$ cat src/hms_pkg.sv
/*
 * hms_pkg: constants and types shared by the homing method sequencer.
 * assumes: method numbers arrive as plain 8-bit binary values.
 */
package hms_pkg;
    localparam int POS_W = 32;
    localparam int METH_W = 8;
    localparam logic [7:0] METH_12 = 8'h0c;
    localparam logic [7:0] METH_13 = 8'h0d;
    localparam logic [7:0] METH_14 = 8'h0e;
    localparam logic [7:0] METH_17 = 8'h11;
    localparam logic [7:0] METH_18 = 8'h12;
    localparam logic [7:0] METH_19 = 8'h13;
    localparam logic [7:0] METH_20 = 8'h14;
    localparam logic [7:0] METH_21 = 8'h15;
    localparam logic [7:0] METH_RST = 8'h00;
    localparam logic [31:0] HOME_POS_RST = 32'h0000_0000;
    localparam logic SYNC_RST = 1'b0;

    typedef enum logic [1:0] {
        HMS_IDLE,
        HMS_SEEK,
        HMS_INDEX,
        HMS_DONE
    } hms_state_t;
endpackage

$ cat src/hms_pin_if.sv
/*
 * hms_pin_if: one synchronised input pin with its edge strobes.
 * assumes: all users share clk_sys.
 */
interface hms_pin_if;
    logic lvl;
    logic rise;
    logic fall;
    modport src (output lvl, output rise, output fall);
    modport snk (input lvl, input rise, input fall);
endinterface

$ cat src/hms_pin_sync.sv
/*
 * hms_pin_sync: two-flop synchroniser and edge detector for one pin.
 * assumes: pin is asynchronous to clk_sys; rst is synchronous.
 */
module hms_pin_sync (
    input wire logic clk_sys,
    input wire logic rst,
    input wire logic pin,
    hms_pin_if.src pin_o
);
    logic meta_r, meta_nxt;
    logic sync_r, sync_nxt;
    logic prev_r, prev_nxt;

    always_comb begin
        meta_nxt = pin;
        sync_nxt = meta_r;
        prev_nxt = sync_r;
    end

    always_ff @(posedge clk_sys) begin
        if (rst) begin
            meta_r <= hms_pkg::SYNC_RST;
            sync_r <= hms_pkg::SYNC_RST;
            prev_r <= hms_pkg::SYNC_RST;
        end else begin
            meta_r <= meta_nxt;
            sync_r <= sync_nxt;
            prev_r <= prev_nxt;
        end
    end

    // edges look only at the second and third flops, never at meta_r
    assign pin_o.lvl = sync_r;
    assign pin_o.rise = sync_r & ~prev_r;
    assign pin_o.fall = ~sync_r & prev_r;
endmodule

$ cat src/hms_top.sv
/*
 * hms_top: homing sequencer for methods 12-14 and 17-21.
 * assumes: switch and index pins are asynchronous and active high;
 * position comes from logic on clk_sys; the motion loop outside
 * follows run_active, dir_positive and low_speed.
 */
module hms_top (
    input wire logic clk_sys,
    input wire logic rst,
    input wire logic start,
    input wire logic [7:0] method,
    input wire logic home_switch_input,
    input wire logic negative_travel_limit,
    input wire logic positive_travel_limit,
    input wire logic index_pulse,
    input wire logic [31:0] position,
    output logic run_active,
    output logic dir_positive,
    output logic low_speed,
    output logic [31:0] home_pos,
    output logic homing_done,
    output logic method_error
);
    hms_pin_if hsw_if ();
    hms_pin_if nl_if ();
    hms_pin_if pl_if ();
    hms_pin_if z_if ();

    hms_pin_sync u_hsw (
        .clk_sys(clk_sys),
        .rst(rst),
        .pin(home_switch_input),
        .pin_o(hsw_if)
    );
    hms_pin_sync u_nl (
        .clk_sys(clk_sys),
        .rst(rst),
        .pin(negative_travel_limit),
        .pin_o(nl_if)
    );
    hms_pin_sync u_pl (
        .clk_sys(clk_sys),
        .rst(rst),
        .pin(positive_travel_limit),
        .pin_o(pl_if)
    );
    hms_pin_sync u_z (
        .clk_sys(clk_sys),
        .rst(rst),
        .pin(index_pulse),
        .pin_o(z_if)
    );

    hms_pkg::hms_state_t state_r, state_nxt;
    logic [7:0] meth_r, meth_nxt;
    logic dir_r, dir_nxt;
    logic slow_r, slow_nxt;
    logic [31:0] home_r, home_nxt;
    logic err_r, err_nxt;
    logic known;
    logic take_start;
    logic finish;

    always_comb begin
        known = (method == hms_pkg::METH_12) || (method == hms_pkg::METH_13)
            || (method == hms_pkg::METH_14) || (method == hms_pkg::METH_17)
            || (method == hms_pkg::METH_18) || (method == hms_pkg::METH_19)
            || (method == hms_pkg::METH_20) || (method == hms_pkg::METH_21);
    end

    // a new start is taken only when no search is running
    assign take_start = start && (state_r == hms_pkg::HMS_IDLE
        || state_r == hms_pkg::HMS_DONE);

    always_comb begin
        state_nxt = state_r;
        meth_nxt = meth_r;
        dir_nxt = dir_r;
        slow_nxt = slow_r;
        home_nxt = home_r;
        err_nxt = err_r;
        finish = 1'b0;
        case (state_r)
            hms_pkg::HMS_IDLE, hms_pkg::HMS_DONE: begin
                if (take_start) begin
                    err_nxt = ~known;
                    slow_nxt = 1'b0;
                    meth_nxt = method;
                    if (known) begin
                        state_nxt = hms_pkg::HMS_SEEK;
                    end
                    case (method)
                        hms_pkg::METH_12: dir_nxt = hsw_if.lvl;
                        hms_pkg::METH_13: dir_nxt = 1'b0;
                        hms_pkg::METH_14: dir_nxt = 1'b0;
                        hms_pkg::METH_17: dir_nxt = 1'b0;
                        hms_pkg::METH_18: dir_nxt = 1'b1;
                        hms_pkg::METH_19: dir_nxt = ~hsw_if.lvl;
                        hms_pkg::METH_20: dir_nxt = ~hsw_if.lvl;
                        hms_pkg::METH_21: dir_nxt = hsw_if.lvl;
                        default: dir_nxt = dir_r;
                    endcase
                end
            end
            hms_pkg::HMS_SEEK: begin
                // travel limits turn the search around unless they are home
                if (dir_r && pl_if.rise && meth_r != hms_pkg::METH_18) begin
                    dir_nxt = 1'b0;
                end
                if (!dir_r && nl_if.rise && meth_r != hms_pkg::METH_17) begin
                    dir_nxt = 1'b1;
                end
                case (meth_r)
                    hms_pkg::METH_12: begin
                        if (hsw_if.rise) begin
                            state_nxt = hms_pkg::HMS_INDEX;
                            slow_nxt = 1'b1;
                            dir_nxt = 1'b0;
                        end
                    end
                    hms_pkg::METH_13: begin
                        if (dir_r && hsw_if.rise) begin
                            state_nxt = hms_pkg::HMS_INDEX;
                            slow_nxt = 1'b1;
                            dir_nxt = 1'b1;
                        end
                    end
                    hms_pkg::METH_14: begin
                        if (!dir_r && hsw_if.fall) begin
                            state_nxt = hms_pkg::HMS_INDEX;
                            slow_nxt = 1'b1;
                            dir_nxt = 1'b0;
                        end
                    end
                    hms_pkg::METH_17: begin
                        finish = !dir_r && nl_if.rise;
                    end
                    hms_pkg::METH_18: begin
                        finish = dir_r && pl_if.rise;
                    end
                    hms_pkg::METH_19, hms_pkg::METH_20: begin
                        // started on the switch: back off it, then return
                        finish = dir_r && hsw_if.rise;
                        if (!dir_r && hsw_if.fall) begin
                            dir_nxt = 1'b1;
                        end
                    end
                    hms_pkg::METH_21: begin
                        finish = !dir_r && hsw_if.rise;
                        if (dir_r && hsw_if.fall) begin
                            dir_nxt = 1'b0;
                        end
                    end
                    default: state_nxt = hms_pkg::HMS_IDLE;
                endcase
            end
            hms_pkg::HMS_INDEX: begin
                finish = z_if.rise;
            end
            default: state_nxt = hms_pkg::HMS_IDLE;
        endcase
        if (finish) begin
            state_nxt = hms_pkg::HMS_DONE;
            home_nxt = position;
            slow_nxt = 1'b0;
        end
    end

    always_ff @(posedge clk_sys) begin
        if (rst) begin
            state_r <= hms_pkg::HMS_IDLE;
            meth_r <= hms_pkg::METH_RST;
            dir_r <= 1'b0;
            slow_r <= 1'b0;
            home_r <= hms_pkg::HOME_POS_RST;
            err_r <= 1'b0;
        end else begin
            state_r <= state_nxt;
            meth_r <= meth_nxt;
            dir_r <= dir_nxt;
            slow_r <= slow_nxt;
            home_r <= home_nxt;
            err_r <= err_nxt;
        end
    end

    // position is caught three cycles after the pin edge, the sync cost
    assign run_active = (state_r == hms_pkg::HMS_SEEK)
        || (state_r == hms_pkg::HMS_INDEX);
    assign dir_positive = dir_r;
    assign low_speed = slow_r;
    assign home_pos = home_r;
    assign homing_done = (state_r == hms_pkg::HMS_DONE);
    assign method_error = err_r;

    property p_m12_start;
        @(posedge clk_sys) disable iff (rst)
        take_start && method == hms_pkg::METH_12
        |=> run_active && dir_positive == $past(hsw_if.lvl) && !low_speed;
    endproperty
    a_m12_start: assert property (p_m12_start)
        else $error("method 12 start direction wrong");

    property p_m12_slow;
        @(posedge clk_sys) disable iff (rst)
        state_r == hms_pkg::HMS_SEEK && meth_r == hms_pkg::METH_12
            && hsw_if.rise
        |=> state_r == hms_pkg::HMS_INDEX && low_speed && !dir_positive;
    endproperty
    a_m12_slow: assert property (p_m12_slow)
        else $error("method 12 did not slow toward negative index");

    property p_m13;
        @(posedge clk_sys) disable iff (rst)
        state_r == hms_pkg::HMS_SEEK && meth_r == hms_pkg::METH_13
            && dir_r && hsw_if.rise
        |=> low_speed && dir_positive ##0 !homing_done;
    endproperty
    a_m13: assert property (p_m13)
        else $error("method 13 did not slow forward");

    property p_m14;
        @(posedge clk_sys) disable iff (rst)
        state_r == hms_pkg::HMS_SEEK && meth_r == hms_pkg::METH_14
            && !dir_r && hsw_if.fall
        |=> state_r == hms_pkg::HMS_INDEX && low_speed && !dir_positive;
    endproperty
    a_m14: assert property (p_m14)
        else $error("method 14 did not slow on falling switch");

    property p_m17;
        @(posedge clk_sys) disable iff (rst)
        state_r == hms_pkg::HMS_SEEK && meth_r == hms_pkg::METH_17
            && !dir_r && nl_if.rise
        |=> homing_done && home_pos == $past(position) && !low_speed;
    endproperty
    a_m17: assert property (p_m17)
        else $error("method 17 missed negative limit home");

    property p_m18;
        @(posedge clk_sys) disable iff (rst)
        state_r == hms_pkg::HMS_SEEK && meth_r == hms_pkg::METH_18
            && dir_r && pl_if.rise
        |=> homing_done && home_pos == $past(position);
    endproperty
    a_m18: assert property (p_m18)
        else $error("method 18 missed positive limit home");

    property p_sw_fwd;
        @(posedge clk_sys) disable iff (rst)
        state_r == hms_pkg::HMS_SEEK && (meth_r == hms_pkg::METH_19
            || meth_r == hms_pkg::METH_20) && dir_r && hsw_if.rise
        |=> homing_done && !run_active && home_pos == $past(position)
            ##1 homing_done;
    endproperty
    a_sw_fwd: assert property (p_sw_fwd)
        else $error("switch home on forward travel missed");

    property p_m21;
        @(posedge clk_sys) disable iff (rst)
        state_r == hms_pkg::HMS_SEEK && meth_r == hms_pkg::METH_21
            && !dir_r && hsw_if.rise
        |=> homing_done && home_pos == $past(position);
    endproperty
    a_m21: assert property (p_m21)
        else $error("method 21 missed negative switch home");

    property p_index_home;
        @(posedge clk_sys) disable iff (rst)
        state_r == hms_pkg::HMS_INDEX && z_if.rise
        |=> homing_done && !run_active && home_pos == $past(position);
    endproperty
    a_index_home: assert property (p_index_home)
        else $error("index home not latched");

    c_index: cover property (@(posedge clk_sys) disable iff (rst)
        state_r == hms_pkg::HMS_INDEX ##1 homing_done);
    c_m17: cover property (@(posedge clk_sys) disable iff (rst)
        meth_r == hms_pkg::METH_17 && $rose(homing_done));
    c_err: cover property (@(posedge clk_sys) disable iff (rst)
        $rose(method_error));
endmodule

$ cat config.mk
export PLATFORM = sky130hd
export DESIGN_NAME = hms_top
export DESIGN_NICKNAME = d
export VERILOG_FILES = /design/src/hms_pkg.sv /design/src/hms_pin_if.sv /design/src/hms_pin_sync.sv /design/src/hms_top.sv
export SDC_FILE = /design/constraint.sdc
export NUM_CORES = 1
export LEC_CHECK = 0
export BUFFER_PORTS_ARGS = -buffer_cell sky130_fd_sc_hd__buf_2
export CORE_UTILIZATION = 45
export CTS_CLUSTER_SIZE = 24
export DETAILED_ROUTE_END_ITERATION = 8
export PLACE_DENSITY = 0.74
export SETUP_SLACK_MARGIN = 0.3
export SLEW_MARGIN = 20
export SYNTH_ARGS = -nofsm -noshare
export SYNTH_HDL_FRONTEND = slang
export SYNTH_SLANG_ARGS = --single-unit
export TNS_END_PERCENT = 5
$ cat constraint.sdc
create_clock -name clk_sys -period 1.9 [get_ports clk_sys]
set_clock_uncertainty 0.15 [all_clocks]
set_input_delay 0.19 -clock clk_sys [delete_from_list [all_inputs] [get_ports clk_sys]]
set_output_delay 0.19 -clock clk_sys [all_outputs]
set_load 0.03 [all_outputs]
==> impl_metrics.tcl <==
set metrics [dict create \
    clockBufferDepth 2 \
    fp-row-count 28 \
    power-per-cell-area_nw_per_um2 678 \
    dr_total_vias 3297 \
    synthCells 319 \
    die_width_um 80.9 \
    cts_buf_count 9 \
    type_of_element_capturing_the_critical_path "flip-flop" \
    vias_in_the_first_global_route 3128 \
    clk_pin_slew_worst_paths_ns 0.07 \
    stdcell_count 541 \
    fin_crit_sh_pct 104 \
    setup_repair_after_global_routing_missed_its_margin "true" \
    ioPinCount 84 \
    dieHeight_um 80.9 \
    yosys_register_bits 57 \
    aggregate_negative_setup_slack_ns -1.29 \
    initial_utilization_pct 47.0 \
    synth_enable_flop_cells 0 \
    drt-wirelength-per-cell_um 18.3 \
    buffer_ports.inserted 83 \
    ys_types 56 \
    async_reset_ff_share_pct 0 \
    dpl.hpwl_mm 5.17 \
    synthesis.yosys.warnings 0 \
    postSynthAreaPerCell_um2 8.77 \
    power.internal_w 0.00228 \
    critPathMaxFanout 32 \
    final_layout_worst_hold_slack_ns 0.0349 \
    power.sequential.fraction_pct 40.9 \
    synth_seq_area_share_pct 40.8 \
    globalRouteOverflowTotal 0 \
    worst_slew_margin_rel_pct 65.9 \
    detailed_route_wl_mm 9.88 \
    flow.area_growth_from_synthesis_pct 59.0 \
    power.static_leakage_nw 1.75 \
    clkPwrFrac_pct 47.5 \
    outcome "finished with violations" \
    drtPass1Iterations 5 \
    htree_levels 3 \
    grt_start_max_net_pins 49 \
    cp.arrival_ns 2.04 \
    worst_ir_drop_vdd_v 0.000745 \
    crit_required_ns 1.96 \
    hp-class "primary input to flip-flop" \
    clockRootBuffer "sky130_fd_sc_hd__clkbuf_8" \
    period_minus_slack_ns 1.98 \
    netlist_area_um2 2800 \
    vias_per_cell 6.09 \
    crit-reg2reg-capture "home_pos[23]" \
    critical_path.reg2reg.startpoint "meth_r[1]" \
    drv_cap 0 \
    comb_power_share_pct 11.6 \
    tritoncts_clock_tree "done" \
    layout-drive-gt1-share_pct 42.3 \
    clk-insertion-delay-late_ns 0.35 \
    core_area_um2 5960 \
    worst_r2r_path_depth 6 \
    detailed_router_s_first_iteration_violation_count 254 \
    syn_nets 369 \
    drc 0 \
    r2r_slack_ns -0.08 \
    timing.setup.critical_path_class "flip-flop to flip-flop" \
    gpl.final_weighted_congestion 0.934 \
    grtUsageTotal_pct 29.0 \
    failed_checks "negative setup slack" \
    preCtsSetupSlack_ns -0.114 \
    endpoint "home_pos[23]" \
    power_switching_share_pct 24.4 \
    worst_pin_slew_ns 0.511 \
    design.die.area_um2 6540 \
    final_count_of_negative_setup_slack_endpoints 33 \
    grt_pass1_wl_mm 14.4 \
    ys_dominant_reg_cell "sky130_fd_sc_hd__dfxtp_1" \
    final_max_slew_viols 0 \
    power_dissipated_by_switching_net_loads_w 0.000737 \
    startpoint_class_of_the_critical_path "flip-flop" \
    numPlacedInstances 482 \
    timing.fmax_mhz 505 \
    n_antenna_cell 0 \
    hold_violations 0 \
    routed_antenna_nets 0 \
    critPathLaunch "meth_r[1]" \
    layout.core_utilization_pct 74.7 \
    num-nets-final 511 \
    cts.sink_count 57 \
    number_of_antenna_violations_at_the_first_check_in_global_routing 0 \
    final_critical_path_setup_slack_ns -0.0820 \
]
==> power groups by stage <==
| stage | sequential [W] | combinational, W | clock (W) |
|---|---|---|---|
| 2_1_floorplan | 0.00126 | 0.000130 | 0 |
| 3_3_place_gp | 0.00126 | 0.000229 | 0 |
| 3_5_place_dp | 0.00126 | 0.000231 | 0 |
| 4_1_cts | 0.00123 | 0.000311 | 0.00145 |
| 5_1_grt | 0.00124 | 0.000369 | 0.00150 |
| 6_report | 0.00123 | 0.000349 | 0.00143 |
==> worst min path at each step <==
stage	startpoint	end	slack, ns	cells past startpoint
3_5_place_dp	index_pulse	u_z.meta_r	0.26	2
4_1_cts	rst	meth_r[6]	0.005	2
2_1_floorplan	home_switch_input	u_hsw.meta_r	0.17	1
6_report	rst	meth_r[0]	0.03	2
5_1_grt	rst	meth_r[2]	0.06	2
3_3_place_gp	index_pulse	u_z.meta_r	0.25	2
==> cells by family after synthesis <==
logic type / share of synthesized area (%)
adder cells (fa/ha/maj): 1.34
AND/OR/NAND/NOR: 24.9
AO/OA/AOI/OAI: 25.9
buffers and inverters: 6.39
XOR/XNOR: 0.313
flip-flops: 40.8
multiplexers: 0.358
==> layout by cell type (no fill, tap or decap), types with 3 or more instances in the layout <==
master and n:
sky130_fd_sc_hd__o31ai_2 15, sky130_fd_sc_hd__nor2b_1 16, sky130_fd_sc_hd__nor3_1 4, sky130_fd_sc_hd__clkbuf_8 9, sky130_fd_sc_hd__dlygate4sd3_1 42, sky130_fd_sc_hd__bufinv_16 3, sky130_fd_sc_hd__inv_6 4, sky130_fd_sc_hd__nor3b_1 4
sky130_fd_sc_hd__buf_2 82, sky130_fd_sc_hd__buf_12 6, sky130_fd_sc_hd__o31ai_1 19, sky130_fd_sc_hd__nand3b_1 4, sky130_fd_sc_hd__nand2_1 16, sky130_fd_sc_hd__a21oi_2 5, sky130_fd_sc_hd__dfxtp_2 5, sky130_fd_sc_hd__nor2_1 5
sky130_fd_sc_hd__a31oi_1 3, sky130_fd_sc_hd__nand2b_1 7, sky130_fd_sc_hd__a21oi_1 39, sky130_fd_sc_hd__buf_4 28, sky130_fd_sc_hd__nand2_4 3, sky130_fd_sc_hd__dfxtp_1 51, sky130_fd_sc_hd__nand4_1 33, sky130_fd_sc_hd__buf_8 3
==> layer usage <==
layer,wire [µm],track usage [%],up-vias
met5,0,0,-
li1,-,-,1504
met4,431,16.8,0
met3,494,6.18,46
met2,5040,49.7,172
met1,3910,33.2,1575
==> Yosys cell counts, types with 2 or more instances <==
cell | n | share of area [%]
sky130_fd_sc_hd__dfxtp_1 | 57 | 41
sky130_fd_sc_hd__nand4_1 | 33 | 7.4
sky130_fd_sc_hd__inv_1 | 3 | 0.40
sky130_fd_sc_hd__buf_4 | 3 | 0.80
sky130_fd_sc_hd__and2_1 | 2 | 0.45
sky130_fd_sc_hd__a211oi_1 | 2 | 0.54
sky130_fd_sc_hd__a21boi_0 | 2 | 0.54
sky130_fd_sc_hd__clkbuf_1 | 14 | 1.9
sky130_fd_sc_hd__or3_1 | 2 | 0.45
sky130_fd_sc_hd__o21ai_0 | 2 | 0.36
sky130_fd_sc_hd__nor2_1 | 7 | 0.94
sky130_fd_sc_hd__a31o_2 | 2 | 0.63
sky130_fd_sc_hd__o31ai_1 | 34 | 9.1
sky130_fd_sc_hd__nor3b_1 | 6 | 1.6
sky130_fd_sc_hd__and3b_1 | 3 | 0.94
sky130_fd_sc_hd__ha_1 | 3 | 1.3
sky130_fd_sc_hd__buf_2 | 10 | 1.8
sky130_fd_sc_hd__buf_6 | 3 | 1.2
sky130_fd_sc_hd__nor3_1 | 4 | 0.72
sky130_fd_sc_hd__a21oi_1 | 44 | 7.9
sky130_fd_sc_hd__nand2_1 | 21 | 2.8
sky130_fd_sc_hd__or4_1 | 2 | 0.54
sky130_fd_sc_hd__nand3b_1 | 4 | 1.1
sky130_fd_sc_hd__nand2b_1 | 7 | 1.6
sky130_fd_sc_hd__nor2b_1 | 16 | 3.6
sky130_fd_sc_hd__a31oi_1 | 3 | 0.67
==> area by class of cell <==
| cell class | count | area, µm² |
|---|---|---|
| Tap cell | 75 | 93.8 |
| Clock inverter | 7 | 125 |
| Multi-Input combinational cell | 227 | 1720 |
| Clock buffer | 9 | 124 |
| Inverter | 4 | 20.0 |
| Fill cell | 392 | 1510 |
| Sequential cell | 57 | 1150 |
| Timing Repair Buffer | 162 | 1220 |
==> state kept, by name, summed over array words and instances (netlist names) <==
signal	flops
u_z.prev_r	1
u_nl.meta_r	1
state_r	2
u_hsw.meta_r	1
meth_r	8
dir_positive	1
u_pl.pin_o.lvl	1
method_error	1
u_hsw.prev_r	1
u_hsw.pin_o.lvl	1
u_nl.pin_o.lvl	1
low_speed	1
u_pl.prev_r	1
u_z.meta_r	1
u_pl.meta_r	1
u_z.pin_o.lvl	1
u_nl.prev_r	1
home_pos	32
==> timing repair <==
| item | in CTS | in global routing |
|---|---|---|
| hold buffers | 42 | 0 |
| setup buffers | 1 | 0 |
| pin swaps | 4 | 11 |
| gates resized for setup | 32 | 34 |
| endpoints found under the setup margin | 44 | 44 |
| hold endpoints to repair | 42 | 0 |
==> through the flow <==
stage / power (W) / cell area (µm²)
global route: 0.00311 / 4450
floorplan: 0.00139 / 2880
finish: 0.00302 / 4450
CTS: 0.00299 / 4300
detailed placement: 0.00149 / 3520
global placement: 0.00149 / 3520
==> critical path: stages (launching register included) <==
cell and delay (ns):
sky130_fd_sc_hd__dfxtp_4 0.37, sky130_fd_sc_hd__nand2b_1 0.16, sky130_fd_sc_hd__o221a_2 0.31, sky130_fd_sc_hd__o31a_1 0.29, sky130_fd_sc_hd__buf_12 0.19, sky130_fd_sc_hd__o31ai_2 0.25
sky130_fd_sc_hd__a21oi_1 0.11
Power figures use the tool's default switching activity.
